<file path="src/verilog/pwk_pkg.sv">
// pwk_pkg: constants for the wake-event controller.
// assumes a 200 MHz pclk; apb register map is block-local.
package pwk_pkg;
   localparam int unsigned CLK_MHZ = 200;
   // configuration-valid deadlines
   localparam int unsigned OTP_VALID_US = 1000;
   localparam int unsigned EE_VALID_US = 16000;
   localparam int unsigned OTP_VALID_CYC = OTP_VALID_US * CLK_MHZ;
   localparam int unsigned EE_VALID_CYC = EE_VALID_US * CLK_MHZ;
   localparam int unsigned EE_BYTES = 512;
   localparam int unsigned NGPIO = 12;
   // register offsets
   localparam logic [11:0] OFS_CTRL = 12'h000;
   localparam logic [11:0] OFS_GPIO_WAKE = 12'h004;
   localparam logic [11:0] OFS_FLAGS = 12'h008;
   localparam logic [11:0] OFS_STATUS = 12'h00C;
   localparam logic [11:0] OFS_SRC = 12'h010;
   // gpio wake register: enables low, polarity high
   localparam int unsigned GW_EN_LSB = 0;
   localparam int unsigned GW_POL_LSB = 16;
   // flags register fields
   localparam int unsigned FL_WAKE_EN = 0;
   localparam int unsigned FL_PULSE = 1;
   localparam int unsigned FL_POL_HIGH = 2;
   localparam int unsigned FL_PUSHPULL = 3;
   localparam int unsigned FL_PKT_EN = 4;
   localparam int unsigned FL_WAKEUP_FRAME_FILTER_EN = 5;
   localparam int unsigned FL_DA_EN = 6;
   localparam int unsigned FL_BCAST_EN = 7;
   localparam int unsigned FL_LINK_EN = 8;
   localparam int unsigned FL_SEL_LSB = 12;
   // ctrl register fields
   localparam int unsigned CT_CFG_DONE = 0;
   localparam int unsigned CT_HOST_SLEEP = 1;
   localparam logic [31:0] FLAGS_RST = 32'h0000_0000;
   localparam logic [31:0] GW_RST = 32'h0000_0000;
   typedef enum logic [1:0] {
      PWK_NORMAL = 2'b00,
      PWK_LOAD = 2'b01,
      PWK_ARMED = 2'b10,
      PWK_EVENT = 2'b11
   } pwk_state_t;
endpackage

</file>
<file path="src/verilog/pwk_wake_ctrl.sv">
// pwk_wake_ctrl: power wake event controller with apb register access.
// assumes configuration loader writes registers over apb before setting cfg_done;
// pin inputs arrive asynchronous and are synchronised here.
//
// Overview of operation
// RULE_01 - wake only when self powered with eeprom
// RULE_02 - drive wake event output on wake
// RULE_03 - sample stay-asleep select at clear release
// RULE_04 - select one stays wake mode, zero normal
// RULE_05 - otp mode output valid within 1 ms
// RULE_06 - eeprom load valid below 16 ms
// RULE_07 - controller ignores output during config load
// RULE_08 - gpio wakes only when enable bit set
// RULE_09 - per-gpio polarity picks wake level
// RULE_10 - remote-wake frame raises wake event
// RULE_11 - wakeup frame filter match raises event
// RULE_12 - destination address match raises event
// RULE_13 - broadcast frame raises event
// RULE_14 - link partner detect raises event
// RULE_15 - wake enable flag gates wake mode
// RULE_16 - reset or power-on reloads eeprom contents
// RULE_17 - power-on with select high enters wake mode
// RULE_18 - ethernet keeps negotiated speed in wake mode
// RULE_19 - controller powers bus, sets select, clears
// RULE_20 - no config needs software-programmed wake sources
// RULE_21 - encodings: level zero, high one, push-pull one
// RULE_22 - link wake routed via gpio or irq
// RULE_23 - level output held until clear
`timescale 1ns/1ps
module pwk_wake_ctrl #(
   parameter int unsigned OTP_CYC = pwk_pkg::OTP_VALID_CYC,
   parameter int unsigned EE_CYC = pwk_pkg::EE_VALID_CYC,
   parameter int unsigned PULSE_CYC = 16
) (
   // clock and reset
   input wire logic pclk,
   input wire logic presetn,
   // apb slave
   input wire logic psel,
   input wire logic penable,
   input wire logic pwrite,
   input wire logic [11:0] paddr,
   input wire logic [31:0] pwdata,
   output logic [31:0] prdata,
   output logic pready,
   output logic pslverr,
   // controller pins
   input wire logic wake_clear_in,
   input wire logic stay_asleep_select,
   input wire logic bus_power_detect,
   input wire logic power_source_select,
   input wire logic eeprom_present,
   output logic wake_event_out,
   output logic wake_event_oe_n,
   // wake sources
   input wire logic [pwk_pkg::NGPIO-1:0] gpio_in,
   input wire logic transceiver_irq_in_n,
   input wire logic rx_remote_wake_hit,
   input wire logic rx_wakeup_frame_filter_hit,
   input wire logic rx_da_match_hit,
   input wire logic rx_broadcast_hit,
   // to the mac
   output logic hold_link_speed,
   output logic cfg_reload_req
);
   import pwk_pkg::*;

   initial begin
      if (OTP_CYC < 1 || EE_CYC < OTP_CYC || PULSE_CYC < 1 || PULSE_CYC > 65535) begin
         $error("pwk_wake_ctrl: bad timing parameters");
      end
   end

   // pin synchronisers: stage one is read only by stage two
   logic [NGPIO+4:0] sync1_q, sync2_q;
   always_ff @(posedge pclk or negedge presetn) begin
      if (!presetn) begin
         sync1_q <= '0;
         sync2_q <= '0;
      end else begin
         sync1_q <= {eeprom_present, power_source_select, bus_power_detect,
                     transceiver_irq_in_n, stay_asleep_select, gpio_in};
         sync2_q <= sync1_q;
      end
   end
   wire [NGPIO-1:0] gpio_s = sync2_q[NGPIO-1:0];
   wire mode_s = sync2_q[NGPIO];
   wire irq_n_s = sync2_q[NGPIO+1];
   wire bus_pwr_s = sync2_q[NGPIO+2];
   wire self_pwr_s = sync2_q[NGPIO+3];
   wire ee_s = sync2_q[NGPIO+4];

   // the clear pin sync-resets state and ctrl but not flags, gpio wake or sources; its release edge samples the select
   logic clr1_q, clr2_q, clr3_q;
   always_ff @(posedge pclk or negedge presetn) begin
      if (!presetn) begin
         clr1_q <= 1'b0;
         clr2_q <= 1'b0;
         clr3_q <= 1'b0;
      end else begin
         clr1_q <= wake_clear_in;
         clr2_q <= clr1_q;
         clr3_q <= clr2_q;
      end
   end
   wire clr_active = clr2_q;
   wire clr_release = clr3_q && !clr2_q;

   // registers
   logic [31:0] flags_q, gwake_q, src_q;
   logic [1:0] ctrl_q;
   pwk_state_t state_q, state_d;
   logic mode_latched_q;
   // power-on capture waits until the select has passed both sync stages
   logic [2:0] por_pending_q;
   logic [31:0] load_cnt_q;
   logic [15:0] pulse_cnt_q;
   logic out_q;

   wire wake_en = flags_q[FL_WAKE_EN];
   wire pulse_mode = flags_q[FL_PULSE]; // zero selects level RULE_21
   wire pol_high = flags_q[FL_POL_HIGH]; // one is active high RULE_21
   wire push_pull = flags_q[FL_PUSHPULL]; // one is push-pull RULE_21
   wire cfg_done = ctrl_q[CT_CFG_DONE];
   wire allowed = self_pwr_s && ee_s; // RULE_01
   wire [NGPIO-1:0] gw_en = gwake_q[GW_EN_LSB +: NGPIO];
   wire [NGPIO-1:0] gw_pol = gwake_q[GW_POL_LSB +: NGPIO];
   wire [NGPIO-1:0] gsel = NGPIO'(1) << flags_q[FL_SEL_LSB +: 4];
   // the output gpio is reserved and cannot wake itself
   wire [NGPIO-1:0] gpio_hit = gw_en & ~gsel & ~(gpio_s ^ gw_pol); // RULE_08 RULE_09
   wire [8:0] srcs = {
      !irq_n_s && flags_q[FL_LINK_EN], // RULE_14 RULE_22
      rx_broadcast_hit && flags_q[FL_BCAST_EN], // RULE_13
      rx_da_match_hit && flags_q[FL_DA_EN], // RULE_12
      rx_wakeup_frame_filter_hit && flags_q[FL_WAKEUP_FRAME_FILTER_EN], // RULE_11
      rx_remote_wake_hit && flags_q[FL_PKT_EN], // RULE_10
      |gpio_hit, 3'b000};
   wire wake_hit = |srcs;
   wire load_tmo = load_cnt_q >= (ee_s ? EE_CYC : OTP_CYC); // RULE_05 RULE_06

   // apb decode
   wire apb_wr = psel && penable && pwrite;
   wire apb_rd = psel && !pwrite;
   wire hit_ctrl = paddr == OFS_CTRL;
   wire hit_gw = paddr == OFS_GPIO_WAKE;
   wire hit_fl = paddr == OFS_FLAGS;
   wire hit_st = paddr == OFS_STATUS;
   wire hit_src = paddr == OFS_SRC;
   wire mapped = hit_ctrl || hit_gw || hit_fl || hit_st || hit_src;
   wire [31:0] status_w = {24'h00_0000, 1'b0, bus_pwr_s, allowed, mode_latched_q,
                           out_q, state_q, cfg_done};
   wire [31:0] rd_mux = hit_ctrl ? {30'h0000_0000, ctrl_q} :
                        hit_gw ? gwake_q :
                        hit_fl ? flags_q :
                        hit_st ? status_w :
                        hit_src ? src_q : 32'h0000_0000;
   assign pready = 1'b1;
   assign pslverr = psel && penable && !mapped;

   always_ff @(posedge pclk or negedge presetn) begin
      if (!presetn) begin
         prdata <= 32'h0000_0000;
      end else if (apb_rd && !penable) begin
         prdata <= rd_mux;
      end
   end

   // state machine
   always_comb begin
      state_d = state_q;
      unique case (state_q)
         PWK_NORMAL: begin
            if (ctrl_q[CT_HOST_SLEEP] && wake_en && allowed) begin
               state_d = PWK_ARMED;
            end
         end
         PWK_LOAD: begin
            if (cfg_done || load_tmo) begin
               // power-on with select high enters wake mode
               state_d = (mode_latched_q && wake_en && allowed) ? PWK_ARMED
                         : PWK_NORMAL; // RULE_04 RULE_15 RULE_17
            end
         end
         PWK_ARMED: begin
            if (!wake_en || !allowed) begin
               state_d = PWK_NORMAL; // RULE_15
            end else if (wake_hit) begin
               state_d = PWK_EVENT;
            end
         end
         PWK_EVENT: state_d = PWK_EVENT; // only clear leaves
      endcase
      if (clr_active) begin
         state_d = PWK_LOAD; // RULE_16
      end
   end

   always_ff @(posedge pclk or negedge presetn) begin
      if (!presetn) begin
         state_q <= PWK_LOAD;
         por_pending_q <= 3'b001;
         mode_latched_q <= 1'b0;
         load_cnt_q <= '0;
      end else begin
         state_q <= state_d;
         por_pending_q <= {por_pending_q[1:0], 1'b0};
         if (clr_release || por_pending_q[2]) begin
            mode_latched_q <= mode_s; // RULE_03 RULE_17
         end
         load_cnt_q <= (state_q == PWK_LOAD && !clr_active) ? load_cnt_q + 32'd1 : '0;
      end
   end

   // config load: loader (or software) rewrites registers, cfg_done ends it
   assign cfg_reload_req = state_q == PWK_LOAD; // RULE_16

   always_ff @(posedge pclk or negedge presetn) begin
      if (!presetn) begin
         ctrl_q <= 2'b00;
         flags_q <= FLAGS_RST;
         gwake_q <= GW_RST;
      end else begin
         if (clr_active) begin
            ctrl_q[CT_CFG_DONE] <= 1'b0;
            ctrl_q[CT_HOST_SLEEP] <= 1'b0;
         end else if (apb_wr && hit_ctrl) begin
            ctrl_q <= pwdata[1:0];
         end else if (state_q != PWK_NORMAL) begin
            ctrl_q[CT_HOST_SLEEP] <= 1'b0;
         end
         if (apb_wr && hit_fl) begin
            flags_q <= pwdata;
         end
         if (apb_wr && hit_gw) begin
            gwake_q <= pwdata;
         end
      end
   end

   // sticky wake sources, set wins over a write-one clear
   always_ff @(posedge pclk or negedge presetn) begin
      if (!presetn) begin
         src_q <= 32'h0000_0000;
      end else begin
         src_q <= ((apb_wr && hit_src) ? (src_q & ~pwdata) : src_q)
                  | ((state_q == PWK_ARMED) ? {23'h00_0000, srcs} : 32'h0000_0000);
      end
   end

   // output drive
   always_ff @(posedge pclk or negedge presetn) begin
      if (!presetn) begin
         pulse_cnt_q <= 16'h0000;
         out_q <= 1'b0;
      end else begin
         if (state_q == PWK_ARMED && state_d == PWK_EVENT) begin
            pulse_cnt_q <= 16'(PULSE_CYC);
         end else if (pulse_cnt_q != 16'h0000) begin
            pulse_cnt_q <= pulse_cnt_q - 16'h0001;
         end
         if (state_q == PWK_EVENT) begin
            out_q <= pulse_mode ? (pulse_cnt_q != 16'h0000) : 1'b1; // RULE_02 RULE_23
         end else begin
            out_q <= 1'b0;
         end
      end
   end

   // undriven during load so polarity cannot glitch the controller
   wire drive_valid = state_q != PWK_LOAD; // RULE_07
   wire level = pol_high ? out_q : !out_q;
   assign wake_event_out = drive_valid ? level : 1'b0;
   // open drain drives only the low level, whichever level is active
   assign wake_event_oe_n = !drive_valid || (!push_pull && level);
   assign hold_link_speed = state_q == PWK_ARMED || state_q == PWK_EVENT; // RULE_18
endmodule // pwk_wake_ctrl

</file>
<file path="config.mk">
export PLATFORM = sky130hd
export DESIGN_NAME = pwk_wake_ctrl
export DESIGN_NICKNAME = d
export VERILOG_FILES = /design/src/verilog/pwk_pkg.sv /design/src/verilog/pwk_wake_ctrl.sv
export SDC_FILE = /design/constraint.sdc
export NUM_CORES = 1
export LEC_CHECK = 0
export CAP_MARGIN = 0
export CORE_MARGIN = 2
export CORE_UTILIZATION = 45
export CTS_BUF_LIST = sky130_fd_sc_hd__clkbuf_8 sky130_fd_sc_hd__clkbuf_16
export DETAILED_ROUTE_END_ITERATION = 10
export DONT_BUFFER_PORTS = 1
export GPL_TIMING_DRIVEN = 0
export HOLD_SLACK_MARGIN = 0.12
export PLACE_DENSITY = 0.64
export SETUP_SLACK_MARGIN = 0.4
export SYNTH_ARGS = -nofsm -noshare
export SYNTH_HDL_FRONTEND = slang
export SYNTH_SLANG_ARGS = --single-unit
</file>
<file path="constraint.sdc">
create_clock -name pclk -period 4.5 [get_ports pclk]
set_input_delay 0.9 -clock pclk [delete_from_list [all_inputs] [get_ports pclk]]
set_output_delay 0.9 -clock pclk [all_outputs]
set_load 0.02 [all_outputs]
</file>
======== Yosys cells after proc, flatten, opt, wreduce, memory -nomap -nowiden ========
Cells that the tools add are included.
operators by class
  add/sub/neg operators ................... 2
  multiply operators ...................... 0
  div/mod/pow operators ................... 0
  $lt $le $gt $ge ......................... 1
  eq/ne operators ......................... 9
  shift-type cells ........................ 1
  mux-type cells .......................... 26
  bitwise gates (word level) .............. 8
  reduce and logical (&&, ||, !) cells .... 51
operators by type and width
  operator                                              number
  two-way mux 32 bit                                    7
  adder 32 x 1 -> 32 bit, second input constant         1
  bitwise AND 32 bit                                    1
  >= comparator 32 x 22 -> 1 bit                        1
  two-way mux 16 bit                                    2
  NOT 32 bit                                            1
  bitwise OR 32 x 9 -> 32 bit                           1
  bitwise AND 12 bit                                    2
  equality test 12 x 4 -> 1 bit, second input constant  2
  NOT 12 bit                                            2
  logical AND 1 bit                                     23
  two-way mux 22 bit                                    1
  OR reduction 17 bit                                   1
  nonzero test 16 bit                                   1
  subtractor 16 x 1 -> 16 bit, second input constant    1
  two-way mux 2 bit                                     7
  equality test 12 x 3 -> 1 bit, second input constant  1
  equality test 12 x 5 -> 1 bit, second input constant  1
  logical NOT 12 bit                                    1
  OR reduction 12 bit                                   1
  left shift 1 x 4 -> 12 bit, first input constant      1
  bitwise XOR 12 bit                                    1
  logical NOT 1 bit                                     10
  logical OR 1 bit                                      9
  other kinds (9)                                       19
word-level totals
  register bits ........................... 222
  latch bits .............................. 0
  memory bits (writable) .................. 0
  bits in read-only memories .............. 0
  input bits .............................. 71
  output and inout bits ................... 38
  logic and storage cells ................. 115
  memories ................................ 0

======== Logic depth before layout (Yosys ltp) ========
  word-level depth ........................ 12
  depth in mapped cells ................... 9
  gate-level depth less buffers ........... 8

======== Least setup slack after synthesis ========
No wires, ideal clock.
  kind .................................... input to register
  from .................................... in paddr[9]
  to ...................................... reg gwake_q[14]
  library setup time ...................... 125 ps
  data arrival time ....................... 3027 ps
  data required time ...................... 4375 ps
  path slack .............................. 1348 ps
  stages .................................. 7
  buffers on the path ..................... 2
  cells stage by stage .................... or4_4 -> or4_1 -> buf_2 -> or3_4 -> nor2_8 -> buf_6 -> mux2_2
between the ends
  longest elaborated chain between the ends .. 2
ends and longest elaborated chain
  what                           RTL line              text
  start, declared                pwk_wake_ctrl.sv:42   input wire logic [11:0] paddr,
  equality test 12 x 3 -> 1 bit  pwk_wake_ctrl.sv:145  wire hit_gw = paddr == OFS_GPIO_WAKE;
  logical AND 1 bit              pwk_wake_ctrl.sv:234  if (apb_wr && hit_gw) begin
  end signal, assigned           pwk_wake_ctrl.sv:235  gwake_q <= pwdata;
  end, declared                  pwk_wake_ctrl.sv:110  logic [31:0] flags_q, gwake_q, src_q;
No other way between the ends.
A chain may end at the register's enable or synchronous reset.

======== Worst setup path after layout ========
  from .................................... in paddr[9]
  to ...................................... reg prdata[25]
between the ends
  longest elaborated chain between the ends .. 6
  elaborated cells on any way between the ends .. 10
  those cells by class .................... eq/ne: 4; mux: 5; reduce/logical: 1
ends and longest elaborated chain
  what                           RTL line              text
  equality test 12 x 5 -> 1 bit  pwk_wake_ctrl.sv:148  wire hit_src = paddr == OFS_SRC;
  two-way mux 32 bit             pwk_wake_ctrl.sv:156  hit_src ? src_q : 32'h0000_0000;
  two-way mux 32 bit             pwk_wake_ctrl.sv:155  hit_st ? status_w :
  two-way mux 32 bit             pwk_wake_ctrl.sv:154  hit_fl ? flags_q :
  two-way mux 32 bit             pwk_wake_ctrl.sv:153  hit_gw ? gwake_q :
  two-way mux 32 bit *           pwk_wake_ctrl.sv:152  wire [31:0] rd_mux = hit_ctrl ? {30'h0000_0000, ctrl_q} :
  end signal, assigned           pwk_wake_ctrl.sv:164  prdata <= rd_mux;
  end, declared                  pwk_wake_ctrl.sv:44   output logic [31:0] prdata,
Every way passes the cells marked *; elsewhere a longest branch is shown, timed or not.

==> results.json <==
{
  "outcome": "finished clean",
  "drive_above_1_share_pct": 11.5,
  "postCtsSetupBuffers": 0,
  "grt_max_degree": 223,
  "p_leak_nw": 4.88,
  "ant_nets": 0,
  "ios": 109,
  "htreeDepth": 1,
  "grt_pass1_vias": 6542,
  "critPathMaxFanout": 10,
  "min_period_ps": 3280,
  "numCtsBuffers": 25,
  "die_area_um2": 22500,
  "cts_sinks": 222,
  "ys_ff_latch": 222,
  "num_antenna_cells": 0,
  "start_util_pct": 45.8,
  "peakVddDrop_uv": 255,
  "synth-edff-count": 0,
  "reg2reg_depth": 8,
  "max_freq_mhz": 305,
  "yosysWarnings": 0,
  "io_buffers": 0,
  "fin_tns_setup_ps": 0,
  "worst_slew_pin_slew_ps": 1170,
  "post-route-util_pct": 51.5,
  "place_congestion": 0.865,
  "p_int_mw": 3.30,
  "dp_hpwl_um": 15800,
  "syn_inst": 822,
  "rrSetupSlack_ps": 1570,
  "finalHoldViolCount": 0,
  "rsz0062_at_grt": "false",
  "drv_cap": 0,
  "setup_ws_ps": 1220,
  "ctsResizeCount": 0,
  "routedWlPerCell_um": 20.1,
  "fin_crit_sh_pct": 72.8,
  "crit_type": "input pin to register",
  "core_area_um2": 21000,
  "synth_area_um2": 9600,
  "critical_path_required_ps": 4950,
  "dp_cells": 1097,
  "switchingPower_mw": 0.905,
  "synth_seq_area_share_pct": 57.9,
  "pwr-share-comb_pct": 1.8,
  "cts_root_buf": "clkbuf_16",
  "hp-class": "input pin to asynchronous set/reset pin",
  "async_flop_share_pct": 100,
  "area_growth_pct": 12.4,
  "slew_violations": 0,
  "p_per_area_nw_per_um2": 390,
  "grt_overflow": 0,
  "pwr-share-seq_pct": 50.0,
  "drc": 0,
  "cts_tree": "done",
  "fin_skew_ps": 25.5,
  "critPathSlowestCell": "nor4_1",
  "r2r-end": "pulse_cnt_q[9]",
  "dr.pass1.iters": 5,
  "reg2reg_from": "flags_q[15]",
  "clkLatencyLatePin_ps": 530,
  "grt_pass1_wl_um": 36800,
  "totalWireLength_um": 23000,
  "setup_viol": 0,
  "arrival_ps": 3730,
  "cp_cell_sequence": "or4_4, nor4_1, clkbuf_1, buf_2, a22oi_1, a31oi_1",
  "synth_nets": 906,
  "drt_iter0_markers": 460,
  "synth_ff_type": "dfrtp_1",
  "dieWidth_um": 150,
  "clkTransAtPathRegs_ps": 60,
  "row_count": 53,
  "fin_nets": 933,
  "vias": 6505,
  "maxSlewHeadroom_pct": 21.1,
  "pre_cts_ws_ps": 735,
  "antenna_found_initial": 0,
  "finalNonFillerCells": 1143,
  "avgSynthCellArea_um2": 11.7,
  "switching_share_pct": 21.5,
  "end_kind": "register",
  "gr-usage-all-layers_pct": 21.0,
  "synth.distinct_cells": 66,
  "viasPerCell": 5.69,
  "worst_setup_path_start_kind": "input pin",
  "critPathMaxStageDelay_ps": 990,
  "max-clock-path-buffers": 3,
  "die_h_um": 150,
  "pwr-share-clk_pct": 48.2
}
## final cells by class
| type | count | area (um2) |
|---|---|---|
| Clock buffer | 31 | 708 |
| Buffer | 37 | 205 |
| Tap cell | 275 | 344 |
| Fill cell | 1894 | 10200 |
| Sequential cell | 222 | 5560 |
| Multi-Input combinational cell | 549 | 3780 |
| Clock inverter | 15 | 134 |
| Inverter | 14 | 52.6 |
## synth_stat cells (3+ instances only)
cell type | n | area share [%]
or4_1 | 5 | 0.39
and3_1 | 3 | 0.20
o21ai_0 | 23 | 1.2
o21ai_1 | 3 | 0.16
a21boi_0 | 26 | 2.0
and2_1 | 4 | 0.26
a22oi_1 | 20 | 1.6
a21oi_1 | 19 | 0.99
a32o_1 | 4 | 0.42
nand2_1 | 69 | 2.7
inv_1 | 14 | 0.55
mux2_1 | 30 | 3.5
nor4_1 | 11 | 0.72
nand3_1 | 25 | 1.3
a31oi_1 | 18 | 1.2
xnor2_1 | 30 | 2.7
xor2_1 | 19 | 1.7
dfrtp_1 | 220 | 57
a211o_1 | 3 | 0.27
mux2_2 | 36 | 4.2
nor2b_1 | 3 | 0.20
a222oi_1 | 14 | 1.5
nand2b_1 | 10 | 0.65
buf_2 | 5 | 0.26
a211oi_1 | 5 | 0.39
or3_1 | 7 | 0.46
a2111oi_0 | 3 | 0.27
nor3_1 | 12 | 0.63
nand3b_1 | 4 | 0.31
a22o_1 | 4 | 0.37
buf_4 | 4 | 0.31
buf_6 | 6 | 0.70
clkbuf_1 | 21 | 0.82
ha_1 | 13 | 1.7
nor2_1 | 77 | 3.0
nand4_1 | 10 | 0.65
## through the flow
stage                     hold slack (ps)  area (um2)  total power [mW]
after floorplan                       331        9600              2.18
after global placement                332        9940              2.21
after detailed placement              335        9940              2.21
after CTS                            48.3       10800              4.25
after global routing                 42.7       10800              4.35
final                                65.4       10800              4.20
## logic make-up (layout without fill, tap and decap cells)
logic type / Yosys count / count (layout) / synth area share, %
AO/OA/AOI/OAI: 158 / 158 / 11.7
XOR/XNOR: 49 / 49 / 4.47
adder cells (fa/ha/maj): 13 / 13 / 1.70
buffers and inverters: 51 / 97 / 2.69
flip-flops: 222 / 222 / 57.9
multiplexers: 68 / 68 / 7.95
other: 2 / 2 / 0.0783
AND/OR/NAND/NOR: 259 / 259 / 13.5
## placed cells by master (no fill, tap or decap), drive strengths merged, types with 13 or more instances in the layout
| cell type | count |
|---|---|
| ha | 13 |
| xor2 | 19 |
| buf | 16 |
| nand2 | 69 |
| mux2 | 66 |
| a21boi | 26 |
| a31oi | 18 |
| nand3 | 25 |
| xnor2 | 30 |
| inv | 24 |
| dfrtp | 220 |
| nor3 | 13 |
| a222oi | 14 |
| nor2 | 78 |
| o21ai | 26 |
| a21oi | 19 |
| a22oi | 20 |
| clkbuf | 52 |
## worst max-delay path: cells and delay by family
| family | cells | cell delay, ps |
|---|---|---|
| buffers and inverters | 2 | 990 |
| AO/OA/AOI/OAI | 2 | 320 |
| AND/OR/NAND/NOR | 2 | 1510 |
## per-layer routing
layer  share of wire [%]  wire, um  track usage (%)
met1                  46     10700             30.8
met2                  45     10300             31.6
met3                 7.1      1640             5.34
met4                 1.7       384             4.95
met5                   0         0                0
## power by group through the flow
stage,combinational [mW],sequential [mW],clock (mW)
2_1_floorplan,0.0570,2.12,0
3_3_place_gp,0.0715,2.14,0
3_5_place_dp,0.0738,2.14,0
4_1_cts,0.0743,2.10,2.07
5_1_grt,0.0845,2.11,2.16
6_report,0.0739,2.10,2.03
## flip-flops by register name, indices dropped and copies added (netlist names), 2 cells and up
name           cells
prdata            32
flags_q           32
sync1_q           17
sync2_q           17
gwake_q           32
ctrl_q             2
load_cnt_q        32
pulse_cnt_q       16
state_q            2
por_pending_q      3
src_q             32
## how the worst max path moves through the flow
stage             start          end
2_1_floorplan  paddr[9]  gwake_q[14]
3_3_place_gp   paddr[9]   prdata[15]
3_5_place_dp   paddr[9]   prdata[19]
4_1_cts        paddr[9]   prdata[25]
5_1_grt        paddr[9]     src_q[6]
6_report       paddr[9]   prdata[25]
(Power assumes the default switching activity.)
